**src/rtl/bsx_pkg.sv**
```systemverilog
// Shared opcodes, addresses, field positions, reset values and carrier types of the executor.
package bsx_pkg;
  // Opcodes; register forms keep the low three bits as the register index.
  localparam logic [7:0] OP_SET_CARRY = 8'hD3;
  localparam logic [7:0] OP_SET_BIT = 8'hD2;
  localparam logic [7:0] OP_SHORT_JUMP = 8'h80;
  localparam logic [7:0] OP_SUB_IMM = 8'h94;
  localparam logic [7:0] OP_SUB_DIR = 8'h95;
  localparam logic [7:0] OP_SWAP = 8'hC4;
  localparam logic [7:0] OP_XCH_DIR = 8'hC5;
  localparam logic [7:0] OP_XOR_IMM = 8'h64;
  localparam logic [7:0] OP_XOR_DIR = 8'h65;
  localparam logic [7:0] OP_XOR_TO_DIR = 8'h62;
  localparam logic [7:0] OP_XOR_MASK_DIR = 8'h63;
  // Direct addresses that live inside the executor, and the base of the bit-addressable memory.
  localparam logic [7:0] ADDR_ACC = 8'hE0;
  localparam logic [7:0] ADDR_PSW = 8'hD0;
  localparam logic [7:0] ADDR_PORT = 8'h90;
  localparam logic [7:0] BIT_RAM_BASE = 8'h20;
  // Status word field positions.
  localparam int PSW_CY = 7;
  localparam int PSW_AC = 6;
  localparam int PSW_RS1 = 4;
  localparam int PSW_RS0 = 3;
  localparam int PSW_OV = 2;
  // Reset values.
  localparam logic [15:0] PC_RESET = 16'h0000;
  localparam logic [7:0] ACC_RESET = 8'h00;
  localparam logic [7:0] PSW_RESET = 8'h00;
  localparam logic [7:0] PORT_RESET = 8'hFF;
  // Program counter step taken before a relative displacement is added.
  localparam logic [15:0] SHORT_JUMP_STEP = 16'h0002;

  // One write into the external data space.
  typedef struct packed {
    logic en;
    logic [7:0] addr;
    logic [7:0] data;
  } bsx_mem_wr_type;

  // Whole state of the executor.
  typedef struct packed {
    logic [15:0] pc;
    logic [7:0] acc;
    logic [7:0] psw;
    logic [7:0] portLatch;
    logic [7:0] pinMeta;
    logic [7:0] pinSync;
    logic stall;
  } bsx_state_type;
endpackage

```
**src/rtl/bsx_exec.sv**
```systemverilog
// Executor for the bit set, short jump, subtract, swap, exchange and xor instruction group.

module bsx_exec (
  // Clock and reset
  input wire logic mclk,
  input wire logic sys_rst,
  // Program memory, three bytes starting at codeAddr, combinational
  output logic [15:0] codeAddr,
  input wire logic [23:0] codeBytes,
  // Data space read port A, register or pointer fetch, combinational
  output logic [7:0] rdAddrA,
  input wire logic [7:0] rdDataA,
  // Data space read port B, operand fetch, combinational
  output logic [7:0] rdAddrB,
  input wire logic [7:0] rdDataB,
  // Data space write strobe
  output bsx_pkg::bsx_mem_wr_type memWr,
  // Output port
  input wire logic [7:0] portPins,
  output logic [7:0] portOut,
  // Status
  output logic [7:0] accOut,
  output logic [7:0] pswOut,
  output logic illegalOp
);
  import bsx_pkg::*;

  localparam bsx_state_type ST_RESET = '{pc: PC_RESET, acc: ACC_RESET, psw: PSW_RESET,
    portLatch: PORT_RESET, pinMeta: PORT_RESET, pinSync: PORT_RESET, stall: 1'b0};

  bsx_state_type st;
  bsx_state_type next_st;
  logic [7:0] op;
  logic [7:0] b1;
  logic [7:0] b2;
  logic [7:0] src;
  logic [7:0] subRes;
  logic [8:0] d9;
  logic [7:0] d7;
  logic [4:0] d4;
  logic [15:0] jumpPc;
  logic [1:0] len;
  logic twoCycle;
  logic commit;
  logic indirect;
  logic dEn;
  logic [7:0] dAddr;
  logic [7:0] dData;

  assign {b2, b1, op} = codeBytes;

  // Reads of the executor's own locations; a read-modify-write sees the port latch.
  function automatic logic [7:0] sfrRead(input logic [7:0] a, input logic rmw,
                                         input bsx_state_type s, input logic [7:0] mem);
    logic [7:0] v;
    v = mem;
    if (a == ADDR_ACC) begin
      v = s.acc;
    end else if (a == ADDR_PSW) begin
      v = s.psw;
    end else if (a == ADDR_PORT) begin
      v = rmw ? s.portLatch : s.pinSync;
    end
    return v;
  endfunction

  // Byte that holds an addressable bit.
  function automatic logic [7:0] bitByte(input logic [7:0] b);
    return b[7] ? {b[7:3], 3'b000} : (BIT_RAM_BASE | {4'h0, b[6:3]});
  endfunction

  // Port A fetches the bank register named by the opcode: Rn, or pointer Ri for indirect forms.
  always_comb begin
    indirect = (op[3:1] == 3'b011);
    if (op[3]) begin
      rdAddrA = {3'b000, st.psw[PSW_RS1:PSW_RS0], op[2:0]};
    end else begin
      rdAddrA = {3'b000, st.psw[PSW_RS1:PSW_RS0], 2'b00, op[0]};
    end
    if (indirect) begin
      rdAddrB = rdDataA;
    end else if (op == OP_SET_BIT) begin
      rdAddrB = bitByte(b1);
    end else begin
      rdAddrB = b1;
    end
  end

  // Source operand by addressing form, then the subtract arithmetic and its borrows.
  always_comb begin
    if (op[3]) begin
      src = rdDataA;
    end else if (indirect) begin
      src = rdDataB;
    end else if (op[0]) begin
      src = sfrRead(b1, 1'b0, st, rdDataB);
    end else begin
      src = b1;
    end
    d9 = {1'b0, st.acc} - {1'b0, src} - {8'h00, st.psw[PSW_CY]};
    d7 = {1'b0, st.acc[6:0]} - {1'b0, src[6:0]} - {7'h00, st.psw[PSW_CY]};
    d4 = {1'b0, st.acc[3:0]} - {1'b0, src[3:0]} - {4'h0, st.psw[PSW_CY]};
    subRes = d9[7:0];
    jumpPc = st.pc + SHORT_JUMP_STEP + {{8{b1[7]}}, b1};
  end

  // Decode and execute. Two-cycle forms spend their first cycle stalled with the pc held,
  // so the program memory keeps presenting the same bytes.
  always_comb begin
    next_st = st;
    next_st.pinMeta = portPins;
    next_st.pinSync = st.pinMeta;
    illegalOp = 1'b0;
    len = 2'd1;
    twoCycle = 1'b0;
    dEn = 1'b0;
    dAddr = b1;
    dData = 8'h00;
    memWr = '0;
    unique casez (op)
      OP_SET_CARRY: begin
        next_st.psw[PSW_CY] = 1'b1;
      end
      OP_SET_BIT: begin
        len = 2'd2;
        dEn = 1'b1;
        dAddr = bitByte(b1);
        dData = sfrRead(dAddr, 1'b1, st, rdDataB) | (8'h01 << b1[2:0]);
      end
      OP_SHORT_JUMP: begin
        twoCycle = 1'b1;
      end
      8'b1001_1???, 8'b1001_011?, OP_SUB_DIR, OP_SUB_IMM: begin
        len = (op[3] || indirect) ? 2'd1 : 2'd2;
        next_st.acc = subRes;
        next_st.psw[PSW_CY] = d9[8];
        next_st.psw[PSW_AC] = d4[4];
        next_st.psw[PSW_OV] = d7[7] ^ d9[8];
      end
      OP_SWAP: begin
        next_st.acc = {st.acc[3:0], st.acc[7:4]};
      end
      8'b1100_1???, 8'b1100_011?: begin
        next_st.acc = src;
        memWr = '{en: 1'b1, addr: op[3] ? rdAddrA : rdAddrB, data: st.acc};
      end
      OP_XCH_DIR: begin
        len = 2'd2;
        next_st.acc = src;
        dEn = 1'b1;
        dData = st.acc;
      end
      8'b1101_011?: begin
        next_st.acc = {st.acc[7:4], rdDataB[3:0]};
        memWr = '{en: 1'b1, addr: rdAddrB, data: {rdDataB[7:4], st.acc[3:0]}};
      end
      8'b0110_1???, 8'b0110_011?, OP_XOR_DIR, OP_XOR_IMM: begin
        len = (op[3] || indirect) ? 2'd1 : 2'd2;
        next_st.acc = st.acc ^ src;
      end
      OP_XOR_TO_DIR: begin
        len = 2'd2;
        dEn = 1'b1;
        dData = sfrRead(b1, 1'b1, st, rdDataB) ^ st.acc;
      end
      OP_XOR_MASK_DIR: begin
        len = 2'd3;
        twoCycle = 1'b1;
        dEn = 1'b1;
        dData = sfrRead(b1, 1'b1, st, rdDataB) ^ b2;
      end
      default: begin
        // Opcodes outside this group are skipped as one byte and flagged.
        illegalOp = 1'b1;
      end
    endcase
    commit = !(twoCycle && !st.stall);
    if (!commit) begin
      next_st.acc = st.acc;
      next_st.psw = st.psw;
      next_st.stall = 1'b1;
      memWr = '0;
      dEn = 1'b0;
      illegalOp = 1'b0;
    end else begin
      next_st.stall = 1'b0;
      next_st.pc = (op == OP_SHORT_JUMP) ? jumpPc : st.pc + {14'h0000, len};
    end
    // A direct write lands inside the executor or goes out on the write strobe.
    if (dEn) begin
      if (dAddr == ADDR_ACC) begin
        next_st.acc = dData;
      end else if (dAddr == ADDR_PSW) begin
        next_st.psw = dData;
      end else if (dAddr == ADDR_PORT) begin
        next_st.portLatch = dData;
      end else begin
        memWr = '{en: 1'b1, addr: dAddr, data: dData};
      end
    end
  end

  // State register.
  always_ff @(posedge mclk) begin
    if (sys_rst) begin
      st <= ST_RESET;
    end else begin
      st <= next_st;
    end
  end

  assign codeAddr = st.pc;
  assign accOut = st.acc;
  assign pswOut = st.psw;
  assign portOut = st.portLatch;
endmodule // bsx_exec

```
**config.mk**
```make
export PLATFORM = sky130hd
export DESIGN_NAME = bsx_exec
export DESIGN_NICKNAME = d
export VERILOG_FILES = /design/src/rtl/bsx_pkg.sv /design/src/rtl/bsx_exec.sv
export SDC_FILE = /design/constraint.sdc
export NUM_CORES = 1
export LEC_CHECK = 0
export BUFFER_PORTS_ARGS = -buffer_cell sky130_fd_sc_hd__clkbuf_2
export CAP_MARGIN = 10
export CORE_MARGIN = 4
export CORE_UTILIZATION = 58
export DETAILED_ROUTE_END_ITERATION = 10
export GPL_TIMING_DRIVEN = 1
export PLACE_DENSITY = 0.93
export SLEW_MARGIN = 20
export SYNTH_ARGS = -nofsm -noshare
export SYNTH_HDL_FRONTEND = slang
export SYNTH_SLANG_ARGS = --single-unit
export TNS_END_PERCENT = 30
```
**constraint.sdc**
```tcl
create_clock -name mclk -period 5.6 [get_ports mclk]
set_input_delay 0.84 -clock mclk [delete_from_list [all_inputs] [get_ports mclk]]
set_output_delay 0.84 -clock mclk [all_outputs]
set_load 0.01 [all_outputs]
```
==> reports/metrics.csv <==
stage;metric;value;unit
critical_path;CP bufs+invs;2;
min_path;Hold Crit Class;flop to flop;
sta;Final setup viols;0;
floorplanning;I/O pin count;124;
yosys;Top FF cell, synth;dfxtp_1;
critical_path;WS Path Type;primary input to flop;
critical_path;crit end category;flop;
critical_path;CP Launch Type;primary input;
drt;antenna-violating nets left;0;
yosys;cell count after synthesis;936;
floorplanning;Placement Rows;39;
sta;final hold violations;0;
clocking;root buffer cell;clkbuf_16;
floorplanning;total core area;11520;sq um
power_and_ir_drop;Leakage;3.205;nW
clocking;Worst-path clk slew;0.05;ns
sta;unrepaired setup endpoints after global routing;no;
drt;DR pass1 iterations;9;
floorplanning;Die H;117.0;um
drt;DRT iter0 DRCs;1331;
yosys;largest cells by area after synthesis;dfxtp_1 17%, ha_1 8.2%, buf_4 5.0%;
drt;vias per cell;7.032;
critical_path;RR Startpoint;accOut[3];
yosys;Yosys top cell by area;dfxtp_1;
sta;worst slew pin tran;1.019;ns
critical_path;crit path to;pswOut[7];
critical_path;Arr. time, crit path;5.22;ns
placement;GPL Wtd Cong;1.106;
clocking;post-CTS sizing;0;
critical_path;crit path max fanout;13;
global_routing;number of global-route vias before repair;7193;
clocking;H-tree levels;3;
drt;Vias;7995;
sta;Worst Skew;0.008129;ns
yosys;Synth Area per Inst;7.366;sq um
sta;Max Fclk;201.3;MHz
sta;Final Hold Slack;0.4107;ns
critical_path;worst reg2reg path depth;12;
critical_path;critical path launch point;codeBytes[8];
clocking;cts hold-fix bufs;0;
clocking;clock insertion delay at the later pin of the skew report;0.34;ns
critical_path;reg-to-reg endpoint;pswOut[7];
run;max-cap violations;0;
clocking;TritonCTS Buffers;9;
floorplanning;Starting Density;0.5987;
yosys;area of the mapped netlist;6894;sq um
critical_path;worst path cell trace;clkbuf_2, or4_4, nor2_1, a221oi_1, o32a_1, a21oi_1, ha_1, inv_1, ha_1, or3_1, o221ai_1, nor3_1, nor4b_1, mux2_2, nor3_1, a211oi_1;
cells_and_area;Diodes inserted;0;
yosys;number of synthesized flops with an enable pin;0;
cells_and_area;Util after Layout;0.6573;
drt;DRC viols;0;
yosys;area share of the largest cell type after synthesis;0.1655;
critical_path;slowest stage delay, CP;0.65;ns
yosys;asr flop ratio synth;0;
floorplanning;Die W;117.0;um
clocking;setup bufs post-CTS;0;
clocking;CTS tree;built;
status;status;finished clean;
power_and_ir_drop;Cell Pwr Density;192.6;nW/um^2
cells_and_area;layout cells sized above 1;0.1982;
yosys;Syn. warnings;0;
sta;final worst-path cycle share;0.8870;
power_and_ir_drop;Worst VDD drop;0.2075;mV
floorplanning;total die area;13690;sq um
critical_path;Critical Path Stages;16;
global_routing;pin count of the biggest net entering global routing;56;
global_routing;initial antenna violation count;0;
cells_and_area;fillcell total;1025;
critical_path;Worst Path Required;5.86;ns
sta;Slew Limit Fails;0;
clocking;Max clock buf depth;2;
placement;Port Buffers;120;
global_routing;global-route wire length before repair;41170;um
global_routing;Total Routing Usage GR;0.3955;
sta;Total Neg Setup Slack;0;ns
yosys;Synth cell types;86;
critical_path;reg2reg setup slack;1.77;ns
placement;dpl cells;1122;
placement;DP HPWL;20600;um
cells_and_area;area grow syn2layout;9.800;%
cells_and_area;nets;1089;
critical_path;Slowest-stage cell, CP;or4_4;
global_routing;grt ovf;0;
sta;Final min period;4.967;ns
drt;Routed WL per cell;23.77;um
sta;Slew Limit Headroom;0.3154;
yosys;register area share after synthesis;0.1655;
drt;drt total wl;27030;um
cells_and_area;Finished Layout Cells;1137;
critical_path;Top Family by Delay on Critical Path;simple AND/OR/NAND/NOR gates;
yosys;flop and latch count out of synthesis;57;
clocking;Clock Sinks;57;
-- cell type report --
class                   instances  area (sq um)  area share
flip-flops and latches         57          1141      0.1507
clock inverters                 3         40.04    0.005289
inverters                      45         168.9     0.02231
clock buffers                  12         256.5     0.03388
multi-input cells             735          5019      0.6630
well taps                     143         178.9     0.02364
repair buffers                142         765.7      0.1012
-- kinds of logic after synthesis --
logic type	synth area share
muxes	0.04338
DFF	0.1655
xor gates and xnor gates	0.04319
other	0.0005439
adders and majority gates	0.09329
AOI/OAI and AO/OA	0.2996
buffers and inverters	0.1085
and+or+nand+nor	0.2459
-- state kept, by name, indices dropped and copies added (netlist names) --
signal and cells:
codeAddr 16, st 9, accOut 8, next_st 8, portOut 8, pswOut 8
-- cell usage after synthesis (5+ instances only) --
| master | instances |
|---|---|
| a221o_1 | 6 |
| o211ai_1 | 12 |
| nor2b_1 | 8 |
| nand3_1 | 27 |
| nor4_1 | 6 |
| nand2_1 | 79 |
| and3_1 | 8 |
| o21a_1 | 9 |
| nor2_1 | 74 |
| dfxtp_1 | 57 |
| o21ai_0 | 58 |
| a22oi_1 | 15 |
| or2_2 | 18 |
| buf_4 | 46 |
| nor3_1 | 26 |
| o311ai_0 | 5 |
| a21oi_1 | 63 |
| or3_1 | 5 |
| nand4_1 | 7 |
| nor4bb_1 | 6 |
| buf_2 | 10 |
| o22ai_1 | 11 |
| inv_1 | 43 |
| a211oi_1 | 22 |
| a31oi_1 | 10 |
| mux2i_1 | 22 |
| ha_1 | 45 |
| nor3b_1 | 8 |
| clkbuf_1 | 39 |
| o221ai_1 | 7 |
| xor2_1 | 20 |
| a211o_1 | 5 |
| o31ai_1 | 5 |
| a21o_1 | 13 |
| and2_1 | 6 |
| mux2_2 | 7 |
| nand2b_1 | 7 |
| xnor2_1 | 14 |
| a221oi_1 | 9 |
-- cells in the final DEF, fill, tap and decap left out, drive strengths merged, types with 19 or more instances in the layout --
cell type	synthesis	routed
xor2	20	20
nand3	29	29
o21ai	60	60
ha	45	45
nand2	79	79
a211oi	22	22
dfxtp	57	57
nor3	27	27
or2	19	19
inv	43	43
clkbuf	39	132
mux2i	22	22
a21oi	63	63
nor2	76	76
buf	62	22
-- report_power, final --
| part | leakage (nW) | internal (W) | total (W) | switching [W] |
|---|---|---|---|---|
| clock | 0.148 | 0.000364 | 0.000565 | 0.000201 |
| combinational | 2.59 | 0.000177 | 0.000445 | 0.000268 |
| sequential | 0.465 | 0.000420 | 0.000448 | 0.0000281 |
| total | 3.21 | 0.000961 | 0.00146 | 0.000497 |
-- worst min path at each step --
| stage | slack (ns) | endpoint | cells after the start | startpoint |
|---|---|---|---|---|
| global route | 0.43 | st[4] | 1 | next_st[4] |
| global placement | 0.39 | st[6] | 1 | next_st[6] |
| CTS | 0.41 | st[8] | 1 | next_st[8] |
| floorplan | 0.39 | st[1] | 1 | next_st[1] |
| finish | 0.41 | st[2] | 1 | next_st[2] |
| detailed placement | 0.40 | st[8] | 1 | next_st[8] |
-- worst reg2reg max path, cell delays in order (launching register included) --
cell,delay [ns]
dfxtp_1,0.83
o221ai_1,0.34
a21oi_1,0.26
ha_1,0.23
inv_1,0.06
ha_1,0.22
or3_1,0.35
o221ai_1,0.31
nor3_1,0.10
nor4b_1,0.55
mux2_2,0.26
nor3_1,0.05
a211oi_1,0.19
-- through the flow --
stage / setup WS, ns / total power [W] / area, sq um
floorplan: 1.060 / 0.0007583 / 6902
CTS: 0.8076 / 0.001446 / 7570
global route: 0.4389 / 0.001517 / 7570
finish: 0.6327 / 0.001458 / 7570
global placement: 0.6076 / 0.0008806 / 7273
detailed placement: 0.4796 / 0.0008849 / 7273
-- routing by layer --
metal  part of all wire  track usage  vias up
met2               0.42       0.5995      685
met5                  0            0        -
li1                   -            -     3549
met1               0.39       0.5408     3635
met3               0.13      0.08021      126
met4              0.055       0.1804        0
Power figures use the tool's default switching activity.
